<file path="config.mk">
export PLATFORM = sky130hd
export DESIGN_NAME = program_sequencer
export DESIGN_NICKNAME = d
export VERILOG_FILES = /design/src/core/program_sequencer.v /design/src/core/return_stack.v /design/src/core/indirect_map.v
export VERILOG_INCLUDE_DIRS = /design/src /design/src/core
export SDC_FILE = /design/constraint.sdc
export NUM_CORES = 1
export LEC_CHECK = 0
export ABC_AREA = 1
export BUFFER_PORTS_ARGS = -buffer_cell sky130_fd_sc_hd__buf_4
export CORE_MARGIN = 1.5
export CORE_UTILIZATION = 26
export DETAILED_ROUTE_END_ITERATION = 10
export MAX_ROUTING_LAYER = met4
export PLACE_DENSITY_LB_ADDON = 0.12
export RECOVER_POWER = 25
export SYNTH_ARGS = -nofsm -noshare
export SYNTH_HDL_FRONTEND = slang
export SYNTH_SLANG_ARGS = --single-unit
</file>
<file path="constraint.sdc">
create_clock -name core_clk -period 2 [get_ports core_clk]
set_clock_uncertainty 0.15 [all_clocks]
set_input_delay 0.1 -clock core_clk [delete_from_list [all_inputs] [get_ports core_clk]]
set_output_delay 0.1 -clock core_clk [all_outputs]
set_load 0.01 [all_outputs]
</file>
<file path="src/core/seq_map.vh">
// Contract
// - counter steps by one each instruction cycle
// - jump loads counter bits 8:0 from target
// - counter low byte readable and writable register
// - counter bit 9 taken from page preselect
// - call or low-byte write clears bit 8
// - reset to last location, then wrap 00h
// - reset clears page preselect to page 0
// - return stack two deep, twelve bits wide
// - call copies level one down, pushes pc+1
// - deeper calls keep two newest addresses only
// - return loads level one, level two up
// - extra returns repeat old level two address
// - return also loads accumulator with literal
// - no overflow or underflow flag at all
// - indirect window redirects through the pointer
// - indirect read of window itself gives 00h
// - indirect write of window itself stores nothing
// - pointer low five bits pick 00h-1Fh
// - large variant: bits 6:5 bank, bit 7 one
// - small variant: bit 5 bank, bits 7:6 one
// - page bit set page 1, clear page 0
`ifndef SEQ_MAP_VH
`define SEQ_MAP_VH

// counter and stack geometry
`define PC_W 10
`define PC_RESET 10'h3ff
`define STACK_W 12
`define PAGE_RESET 1'b0
`define POINTER_RESET 7'h00
`define INDIRECT_NULL 8'h00

// instruction kinds from the decoder
`define OP_STEP 2'h0
`define OP_JUMP 2'h1
`define OP_CALL 2'h2
`define OP_RETURN 2'h3

// data register space addresses
`define FILE_INDIRECT 5'h00
`define FILE_PC_LOW 5'h02
`define FILE_POINTER 5'h04

// apb byte offsets
`define APB_PC_LOW 8'h00
`define APB_POINTER 8'h04
`define APB_PAGE 8'h08
`define APB_PC 8'h0c
`define APB_STACK1 8'h10
`define APB_STACK2 8'h14
`define APB_PAGE_BIT 5

`endif

</file>
<file path="src/core/program_sequencer.v">
`timescale 1ns/1ps
`default_nettype none
`include "seq_map.vh"

module program_sequencer #(
	parameter LARGE_VARIANT = 1
) (
	input wire core_clk,
	input wire rst_b,
	input wire [7:0] paddr,
	input wire psel,
	input wire penable,
	input wire pwrite,
	input wire [31:0] pwdata,
	output reg [31:0] prdata,
	output wire pready,
	output reg pslverr,
	input wire op_valid,
	input wire [1:0] op_kind,
	input wire [8:0] op_target,
	input wire [7:0] op_literal,
	input wire [4:0] file_addr,
	input wire file_rd,
	input wire file_wr,
	input wire [7:0] file_wdata,
	output reg [7:0] file_rdata,
	output wire [6:0] mem_addr,
	output wire mem_rd,
	output wire mem_wr,
	output wire [7:0] mem_wdata,
	input wire [7:0] mem_rdata,
	output wire [9:0] program_counter,
	output reg w_load,
	output reg [7:0] w_load_data
);

// state held here
reg [`PC_W-1:0] pc_r;
reg [`PC_W-1:0] pc_nxt;
reg page_r;
reg page_nxt;
reg [6:0] ptr_r;
reg [6:0] ptr_nxt;

// stack and address translation results
wire [`STACK_W-1:0] stack_l1;
wire [`STACK_W-1:0] stack_l2;
wire [4:0] eff_offset;
wire [1:0] eff_bank;
wire via_pointer;
wire self_ref;

// qualified instruction-cycle actions
wire do_call;
wire do_return;
wire do_jump;
wire file_rd_q;
wire file_wr_q;
wire local_pc_low;
wire local_pointer;
wire file_pc_write;
wire file_ptr_write;

// apb phases
wire apb_setup;
wire apb_write;
wire apb_pc_write;
wire apb_ptr_write;
wire apb_page_write;
reg [31:0] apb_rdata;
reg apb_bad;

// pointer as software sees it, unimplemented top bits read as ones
function [7:0] pointer_view;
	input [6:0] p;
	begin
		if (LARGE_VARIANT != 0)
			pointer_view = {1'b1, p};
		else
			pointer_view = {2'b11, p[5:0]};
	end
endfunction

// storage form of a pointer write; bits the variant lacks stay low
function [6:0] pointer_store;
	input [7:0] d;
	begin
		if (LARGE_VARIANT != 0)
			pointer_store = d[6:0];
		else
			pointer_store = {1'b0, d[5:0]};
	end
endfunction

// next sequential address, ten bits so the top wraps to zero
function [`PC_W-1:0] pc_step;
	input [`PC_W-1:0] p;
	begin
		pc_step = p + 10'h001;
	end
endfunction

// counter load for call and low-byte writes: page, bit 8 low, byte
function [`PC_W-1:0] pc_low_load;
	input pg;
	input [7:0] b;
	begin
		pc_low_load = {pg, 1'b0, b};
	end
endfunction

// decoder strobes only count inside an instruction cycle
assign do_jump = op_valid && (op_kind == `OP_JUMP);
assign do_call = op_valid && (op_kind == `OP_CALL);
assign do_return = op_valid && (op_kind == `OP_RETURN);
assign file_rd_q = op_valid && file_rd;
assign file_wr_q = op_valid && file_wr;

// translate the file address, window goes through the pointer
indirect_map #(
	.LARGE_VARIANT(LARGE_VARIANT)
) u_indirect (
	.file_addr(file_addr),
	.pointer(ptr_r),
	.eff_offset(eff_offset),
	.eff_bank(eff_bank),
	.via_pointer(via_pointer),
	.self_ref(self_ref)
);

// counter low byte and pointer live here, not in the memory
assign local_pc_low = (eff_offset == `FILE_PC_LOW);
assign local_pointer = (eff_offset == `FILE_POINTER);
assign file_pc_write = file_wr_q && local_pc_low;
assign file_ptr_write = file_wr_q && local_pointer;

// memory strobes; a self-referencing window access is dropped
assign mem_addr = {eff_bank, eff_offset};
assign mem_rd = file_rd_q && !self_ref && !local_pc_low && !local_pointer;
assign mem_wr = file_wr_q && !self_ref && !local_pc_low && !local_pointer;
assign mem_wdata = file_wdata;

// return stack: push pc+1 on call, pop on return
return_stack #(
	.W(`STACK_W)
) u_stack (
	.core_clk(core_clk),
	.rst_b(rst_b),
	.push(do_call),
	.pop(do_return),
	.push_data({2'b00, pc_step(pc_r)}),
	.level1(stack_l1),
	.level2(stack_l2)
);

// apb decode; zero wait states so pready is tied high
assign pready = 1'b1;
assign apb_setup = psel && !penable;
assign apb_write = psel && penable && pwrite;
assign apb_pc_write = apb_write && (paddr == `APB_PC_LOW);
assign apb_ptr_write = apb_write && (paddr == `APB_POINTER);
assign apb_page_write = apb_write && (paddr == `APB_PAGE);

// counter next state; the decoder's instruction outranks a bus write
always @* begin
	pc_nxt = pc_r;
	if (op_valid) begin
		case (op_kind)
		`OP_JUMP: begin
			pc_nxt = {page_r, op_target};
		end
		`OP_CALL: begin
			pc_nxt = pc_low_load(page_r, op_target[7:0]);
		end
		`OP_RETURN: begin
			pc_nxt = stack_l1[`PC_W-1:0];
		end
		default: begin
			if (file_pc_write)
				pc_nxt = pc_low_load(page_r, file_wdata);
			else
				pc_nxt = pc_step(pc_r);
		end
		endcase
	end else if (apb_pc_write) begin
		pc_nxt = pc_low_load(page_r, pwdata[7:0]);
	end
end

// page preselect only changes from the bus
always @* begin
	page_nxt = page_r;
	if (apb_page_write)
		page_nxt = pwdata[`APB_PAGE_BIT];
end

// pointer: instruction write first, bus write whenever the instruction does not write the pointer
always @* begin
	ptr_nxt = ptr_r;
	if (file_ptr_write)
		ptr_nxt = pointer_store(file_wdata);
	else if (apb_ptr_write)
		ptr_nxt = pointer_store(pwdata[7:0]);
end

// state registers; reset lands on the calibration slot, page 0
always @(posedge core_clk) begin
	if (!rst_b) begin
		pc_r <= `PC_RESET;
		page_r <= `PAGE_RESET;
		ptr_r <= `POINTER_RESET;
	end else begin
		pc_r <= pc_nxt;
		page_r <= page_nxt;
		ptr_r <= ptr_nxt;
	end
end

assign program_counter = pc_r;

// file read data, one cycle after the read strobe
always @(posedge core_clk) begin
	if (!rst_b) begin
		file_rdata <= 8'h00;
	end else if (file_rd_q) begin
		if (self_ref)
			file_rdata <= `INDIRECT_NULL;
		else if (local_pc_low)
			file_rdata <= pc_r[7:0];
		else if (local_pointer)
			file_rdata <= pointer_view(ptr_r);
		else
			file_rdata <= mem_rdata;
	end
end

// accumulator load pulse carrying the return literal
always @(posedge core_clk) begin
	if (!rst_b) begin
		w_load <= 1'b0;
		w_load_data <= 8'h00;
	end else begin
		w_load <= do_return;
		if (do_return)
			w_load_data <= op_literal;
	end
end

// apb read mux; unmapped offsets answer zero with an error
always @* begin
	apb_rdata = 32'h0000_0000;
	apb_bad = 1'b0;
	case (paddr)
	`APB_PC_LOW: begin
		apb_rdata = {24'h000000, pc_r[7:0]};
	end
	`APB_POINTER: begin
		apb_rdata = {24'h000000, pointer_view(ptr_r)};
	end
	`APB_PAGE: begin
		apb_rdata = {26'h0, page_r, 5'h00};
	end
	`APB_PC: begin
		apb_rdata = {22'h0, pc_r};
	end
	`APB_STACK1: begin
		apb_rdata = {20'h00000, stack_l1};
	end
	`APB_STACK2: begin
		apb_rdata = {20'h00000, stack_l2};
	end
	default: begin
		apb_bad = 1'b1;
	end
	endcase
end

// answer captured in setup so it is stable for the access phase
always @(posedge core_clk) begin
	if (!rst_b) begin
		prdata <= 32'h0000_0000;
		pslverr <= 1'b0;
	end else if (apb_setup) begin
		prdata <= pwrite ? 32'h0000_0000 : apb_rdata;
		pslverr <= apb_bad;
	end else if (!psel) begin
		pslverr <= 1'b0;
	end
end

endmodule
`default_nettype wire

</file>
<file path="src/core/return_stack.v">
`timescale 1ns/1ps
`default_nettype none
`include "seq_map.vh"

module return_stack #(
	parameter W = `STACK_W
) (
	input wire core_clk,
	input wire rst_b,
	input wire push,
	input wire pop,
	input wire [W-1:0] push_data,
	output wire [W-1:0] level1,
	output wire [W-1:0] level2
);

reg [W-1:0] level1_r;
reg [W-1:0] level2_r;

// two physical levels only; no depth counter, so nothing flags over/underflow
always @(posedge core_clk) begin
	if (!rst_b) begin
		level1_r <= {W{1'b0}};
		level2_r <= {W{1'b0}};
	end else if (push) begin
		level2_r <= level1_r;
		level1_r <= push_data;
	end else if (pop) begin
		level1_r <= level2_r;
	end
end

assign level1 = level1_r;
assign level2 = level2_r;

endmodule
`default_nettype wire

</file>
<file path="src/core/indirect_map.v">
`timescale 1ns/1ps
`default_nettype none
`include "seq_map.vh"

module indirect_map #(
	parameter LARGE_VARIANT = 1
) (
	input wire [4:0] file_addr,
	input wire [6:0] pointer,
	output wire [4:0] eff_offset,
	output wire [1:0] eff_bank,
	output wire via_pointer,
	output wire self_ref
);

// window address swaps in the pointer; direct accesses pass through
assign via_pointer = (file_addr == `FILE_INDIRECT);
assign eff_offset = via_pointer ? pointer[4:0] : file_addr;
// the window pointing at itself has no storage behind it
assign self_ref = via_pointer && (pointer[4:0] == `FILE_INDIRECT);
// bank bits differ per variant, unused bank bit held low
assign eff_bank = LARGE_VARIANT ? pointer[6:5] : {1'b0, pointer[5]};

endmodule
`default_nettype wire

</file>
==> results of run 1 <==
[kinds of logic after synthesis]
kind of cell,count (synthesis),share of synthesized area [%]
buf+inv,150,15.3
fa+ha+maj,1,0.274
compound gates,127,15.8
simple gates,346,36.0
other cells,2,0.164
flops,72,31.5
xor+xnor,5,0.958
[cells in the final DEF, fill, tap and decap left out, drive strengths merged]
master and count:
conb 21, nand3b 1, buf 126, clkinvlp 1, o221ai 4, clkbuf 41
clkinv 3, o21a 1, nand3 49, dfxtp 72, nor4 3, dlygate4sd3 30
a31oi 6, nand4 21, a21oi 51, ha 1, inv 99, o21ai 52
or2 1, nand2 182, nor2 86, o21bai 1, a22oi 2, nor3 3
o32ai 1, xor2 5, a211oi 9
[report_power, final]
group | leakage (uW) | switching, uW | internal (uW) | total [uW]
registers | 0.000590 | 44.4 | 1490 | 1530
clock network | 0.000145 | 732 | 878 | 1610
logic | 0.00226 | 456 | 339 | 795
[worst paths after layout]
kind | slack (ps) | start | to
worst max-delay path | 50 | ptr_r[3] | mem_rd
worst min-delay path | 10 | mem_rdata[5] | file_rdata[5]
worst max register to register | 180 | ptr_r[4] | program_counter[8]
worst min register to register | 320 | file_rdata[6] | file_rdata[6]
[state kept, by name (all words and copies together), names as in the netlist]
register         cells
pslverr              1
w_load_data          8
program_counter     10
w_load               1
prdata              12
u_stack.level2      12
file_rdata           8
page_r               1
ptr_r                7
u_stack.level1      12
[per-stage QoR]
stage,std cells,utilization (%),setup slack (ps),hold slack [ps]
floorplan,722,-,326,84.9
global placement,1041,33.1,104,173
detailed placement,1041,33.1,75.7,180
CTS,1097,37.2,2.58,3.15
global route,1097,36.6,10.3,17.4
finish,1097,36.6,50.6,10.5
[tightest hold or removal path: stages]
cell and delay (ps):
buf_4 80, nand2_1 40, nand3_1 60, nand2_1 50, a21oi_1 120
[per-layer routing]
layer / global-route usage (%) / up-vias / wire [um]
met5: - / - / 0
met4: 5.68 / 0 / 197
met3: 3.14 / 15 / 994
met2: 29.6 / 156 / 7640
met1: 24.7 / 2345 / 7690
li1: - / 2552 / -
[what timing repair did]
| action | CTS | global route |
|---|---|---|
| hold buffers | 30 | 0 |
| setup buffers | 11 | 0 |
| endpoints found under the setup margin | 2 | 6 |
| gates resized for setup | 15 | 5 |
| endpoints found under the hold margin | 31 | 0 |
| pin swaps | 5 | 1 |
[area by class of cell]
type                            count  area (um^2)  area share (%)
Timing Repair Buffer              188         1370            21.7
Inverter                           96          367            5.81
Tap cell                          225          282            4.46
Clock inverter                      7         66.3            1.05
Sequential cell                    72         1450            23.0
Clock buffer                        9          225            3.57
Multi-Input combinational cell    500         2550            40.4
==> run_results.csv, run 1 <==
group,metric,value,unit
sta,slew_viol_final,0,
hold_path,holdPathStages,5,
synthesis,yosysTopAreaCell,"dfxtp_1",
routing,drt_iter0_drc,286,
sta,layout_worst_path_cycle_share,97.5,%
pwr,p_leak,0.00299,uW
setup_path,reg2reg_depth,10,
routing,drc,0,
setup_path,crit_buf_inv,4,
run_status,status,"completed",
setup_path,cpMostUsedCell,"buf_4",
clock_tree,insertion_delay,350,ps
sta,min_period,1950,ps
pwr,ir_drop,0.530,mV
synthesis,synth_most_common_cell,"nand2_1",
pwr,power.density,624,nW/um^2
synthesis,netlist_instances,703,
synthesis,netlist_area,4570,um^2
setup_path,critical-path-max-stage-delay,360,ps
cells_and_area,antenna_cells,0,
floorplan,die_w,136,um
global_routing,first_global_vias,4907,
floorplan,start_util,26.5,%
clock_tree,cts.clk_slew.worst_paths,70,ps
routing,drt_wl_total,16.5,mm
setup_path,crit_family,"buffers and inverters",
sta,rsz0062_at_grt,"no",
synthesis,synth.area.top_cells,"dfxtp_1 (32%), nand2_1 (14%), inv_1 (7.4%)",
setup_path,cp.required,1750,ps
place,postPlaceCellArea,5710,um^2
place,hpwl,12.5,mm
global_routing,grt_max_degree,36,
synthesis,yosys.area.top_type_share,31.5,%
cells_and_area,syn_to_final_growth,38.1,%
routing,firstDrtPassIters,5,
floorplan,rows,48,
clock_tree,numCtsBuffers,9,
floorplan,die_y,136,um
setup_path,arrival,1700,ps
synthesis,yosysWarnings,0,
cells_and_area,drive_above_1_share,22.0,%
clock_tree,clock-root-buffer,"clkbuf_16",
global_routing,grt-ovfl-total,0,
synthesis,synth_ff_type,"dfxtp_1",
routing,dr_total_vias,5068,
synthesis,yosys-top-cells-count,"nand2_1 (174), inv_1 (90), dfxtp_1 (72)",
setup_path,start_kind,"flip-flop",
setup_path,critPathSlowestCell,"dfxtp_4",
job,cap_violations,0,
clock_tree,clock_path_buffers,2,
cells_and_area,final_cell_area,6310,um^2
global_routing,grt_use_total,18.8,%
sta,finalHoldViolCount,0,
synthesis,synth-edff-count,0,
routing,antenna_left,0,
place,port_buffers,120,
place,gp_congestion,0.874,
setup_path,crit_cells,7,
routing,avgRoutedWirePerCell,15.1,um
sta,setup_viol,0,
floorplan,core,17200,um^2
hold_path,hp-class,"in2reg",
pwr,p_total,3940,uW
sta,fmax,513,MHz
clock_tree,cts_tree,"yes",
global_routing,grt_pass1_wl,25.9,mm
setup_path,critPathCaptureType,"output port",
synthesis,ys_seq_area_share,31.5,%
clock_tree,cts.sinks,72,
synthesis,ys_seq_elements,72,
routing,vias_per_cell,4.62,
setup_path,crit_chain,"buf_4, inv_1, nand3_1, nor4_1, buf_4, nor4_2, buf_4",
floorplan,die-area,18400,um^2
synthesis,async_reset_ff_share,0,%
sta,finalSetupTns,0,ps
floorplan,io_pins,166,
clock_tree,htreeDepth,3,
global_routing,grt_antenna_before_repair,0,
setup_path,crit_type,"reg2out",
synthesis,avgSynthCellArea,6.51,um^2
setup_path,crit_fanout,3,
synthesis,ys_types,38,
cells_and_area,nNetsFinal,956,
cells_and_area,n_fill_cell,1877,
Note: power is estimated with default switching activity, not from simulation.
==> inputs of run 2 (changes only) <==
==> constraint.sdc (replaced) <==
create_clock -name core_clk -period 2.2 [get_ports core_clk]
set_clock_uncertainty 0.15 [all_clocks]
set_input_delay 0.22 -clock core_clk [delete_from_list [all_inputs] [get_ports core_clk]]
set_output_delay 0.22 -clock core_clk [all_outputs]
set_load 0.01 [all_outputs]
==> run_results.csv, run 2 (synthesis results as in run 1) <==
group,metric,value,unit
setup_path,critPathLaunch,"ptr_r[2]",
cells_and_area,nNetsFinal,920,
setup_path,r2r-start,"program_counter[0]",
setup_path,critPathCaptureType,"output port",
place,port_buffers,120,
cells_and_area,syn_to_final_growth,30.1,%
sta,tightest_slew,1090,ps
sta,layout_worst_path_cycle_share,95.0,%
place,hpwl,12.6,mm
clock_tree,cts.clk_slew.worst_paths,60,ps
clock_tree,htreeDepth,3,
clock_tree,clock_path_buffers,2,
global_routing,met2_usage,29.4,%
floorplan,start_util,26.5,%
global_routing,grt_use_total,18.3,%
setup_path,crit_type,"reg2out",
global_routing,grt_use_met1,23.4,%
setup_path,arrival,1720,ps
sta,rsz0062_at_grt,"no",
setup_path,start_kind,"flip-flop",
global_routing,use_met3,3.89,%
clock_tree,cts.sinks,72,
routing,dr_total_vias,4813,
global_routing,grt_busiest_layer,"met2",
cells_and_area,drive_above_1_share,21.4,%
floorplan,die_w,136,um
setup_path,reg2reg_slack,300,ps
pwr,power.density,578,nW/um^2
floorplan,core,17200,um^2
routing,avgRoutedWirePerCell,15.2,um
clock_tree,insertion_delay,350,ps
sta,timing.slew.headroom,27.3,%
routing,drc,0,
global_routing,grt_pass1_wl,24.8,mm
pwr,ir_drop,0.356,mV
floorplan,die-area,18400,um^2
pwr,p_leak,0.00287,uW
run_status,status,"completed",
clock_tree,clock-root-buffer,"clkbuf_16",
cells_and_area,antenna_cells,0,
job,cap_violations,0,
sta,slew_viol_final,0,
setup_path,reg2reg_depth,8,
cells_and_area,most-common-layout-cells,"nand2_1 (174), buf_4 (120), inv_1 (88)",
place,place_ws,147,ps
hold_path,hold_start,"file_wdata[5]",
routing,drt_iter0_drc,249,
cells_and_area,final_common_cell,"nand2_1",
global_routing,grt-ovfl-total,0,
sta,worst_slack,110,ps
floorplan,io_pins,166,
routing,vias_per_cell,4.54,
global_routing,grt_max_degree,35,
place,gp_congestion,0.839,
cells_and_area,final_core_util,34.5,%
floorplan,rows,48,
sta,setup_viol,0,
clock_tree,numCtsBuffers,9,
hold_path,holdPathStages,3,
clock_tree,cts_tree,"yes",
sta,fmax,478,MHz
global_routing,grt_antenna_before_repair,0,
hold_path,hp-class,"in2reg",
setup_path,crit_fanout,9,
routing,drt_wl_total,16.1,mm
floorplan,die_y,136,um
global_routing,first_global_vias,4628,
sta,finalHoldViolCount,0,
setup_path,cp.required,1830,ps
sta,min_period,2090,ps
routing,antenna_left,0,
routing,firstDrtPassIters,4,
pwr,p_total,3440,uW
cells_and_area,n_fill_cell,1907,
==> run 2: cell types whose count changed in the layout (fill, tap and decap cells not counted), sizes merged <==
cell,change
dlygate4sd3,-22
clkinv,+3
clkbuf,-7
buf,-6
inv,-4
==> run 2: cell type report <==
class                           count  area [um^2]  share of cell area [%]
Tap cell                          225          282                    4.73
Clock inverter                      6         43.8                   0.736
Multi-Input combinational cell    500         2520                    42.4
Inverter                           96          360                    6.06
Timing Repair Buffer              152         1070                    18.0
Sequential cell                    72         1440                    24.3
Clock buffer                       10          229                    3.85
==> run 2: worst paths after layout <==
path,end
max,mem_wr
min,ptr_r[5]
max reg2reg,program_counter[8]
min reg2reg,file_rdata[6]
==> run 2: worst max-delay path, cell delays in order, from the launching register on <==
cell	delay [ps]
dfxtp_1	410
inv_2	120
o21bai_4	200
nor2_4	70
nand2_4	110
inv_1	100
nor4_2	180
buf_4	170
==> run 2: power breakdown <==
group,total [uW],internal [uW],switching [uW]
sequential,1400,1360,45.2
combinational,659,268,391
clock,1380,767,609
==> run 2: layer usage <==
| metal | part of all wire [%] | vias up | wire length (um) |
|---|---|---|---|
| met4 | 1.4 | 0 | 218 |
| met5 | 0 | - | 0 |
| met3 | 5.3 | 18 | 856 |
| met1 | 48 | 2194 | 7690 |
| li1 | - | 2474 | - |
| met2 | 46 | 127 | 7380 |
==> run 2: repair_timing <==
item                                   4_1_cts  5_1_grt
setup endpoints to repair                    2        2
hold buffers                                 8        0
pin swaps                                    3        0
resized for setup                            4        3
endpoints found under the hold margin        8        0
setup buffers                                2        0
==> run 2: metrics by stage <==
| stage | instances | cell area (um^2) | hold WS, ps | setup TNS [ps] |
|---|---|---|---|---|
| after CTS | 1061 | 6040 | 3.23 | -4.59 |
| final | 1061 | 5950 | 11.4 | 0 |
| after detailed placement | 1035 | 5650 | 298 | 0 |
| after floorplan | 722 | 4640 | 205 | 0 |
| after global routing | 1061 | 5950 | 28.4 | 0 |
| after global placement | 1035 | 5650 | 293 | 0 |
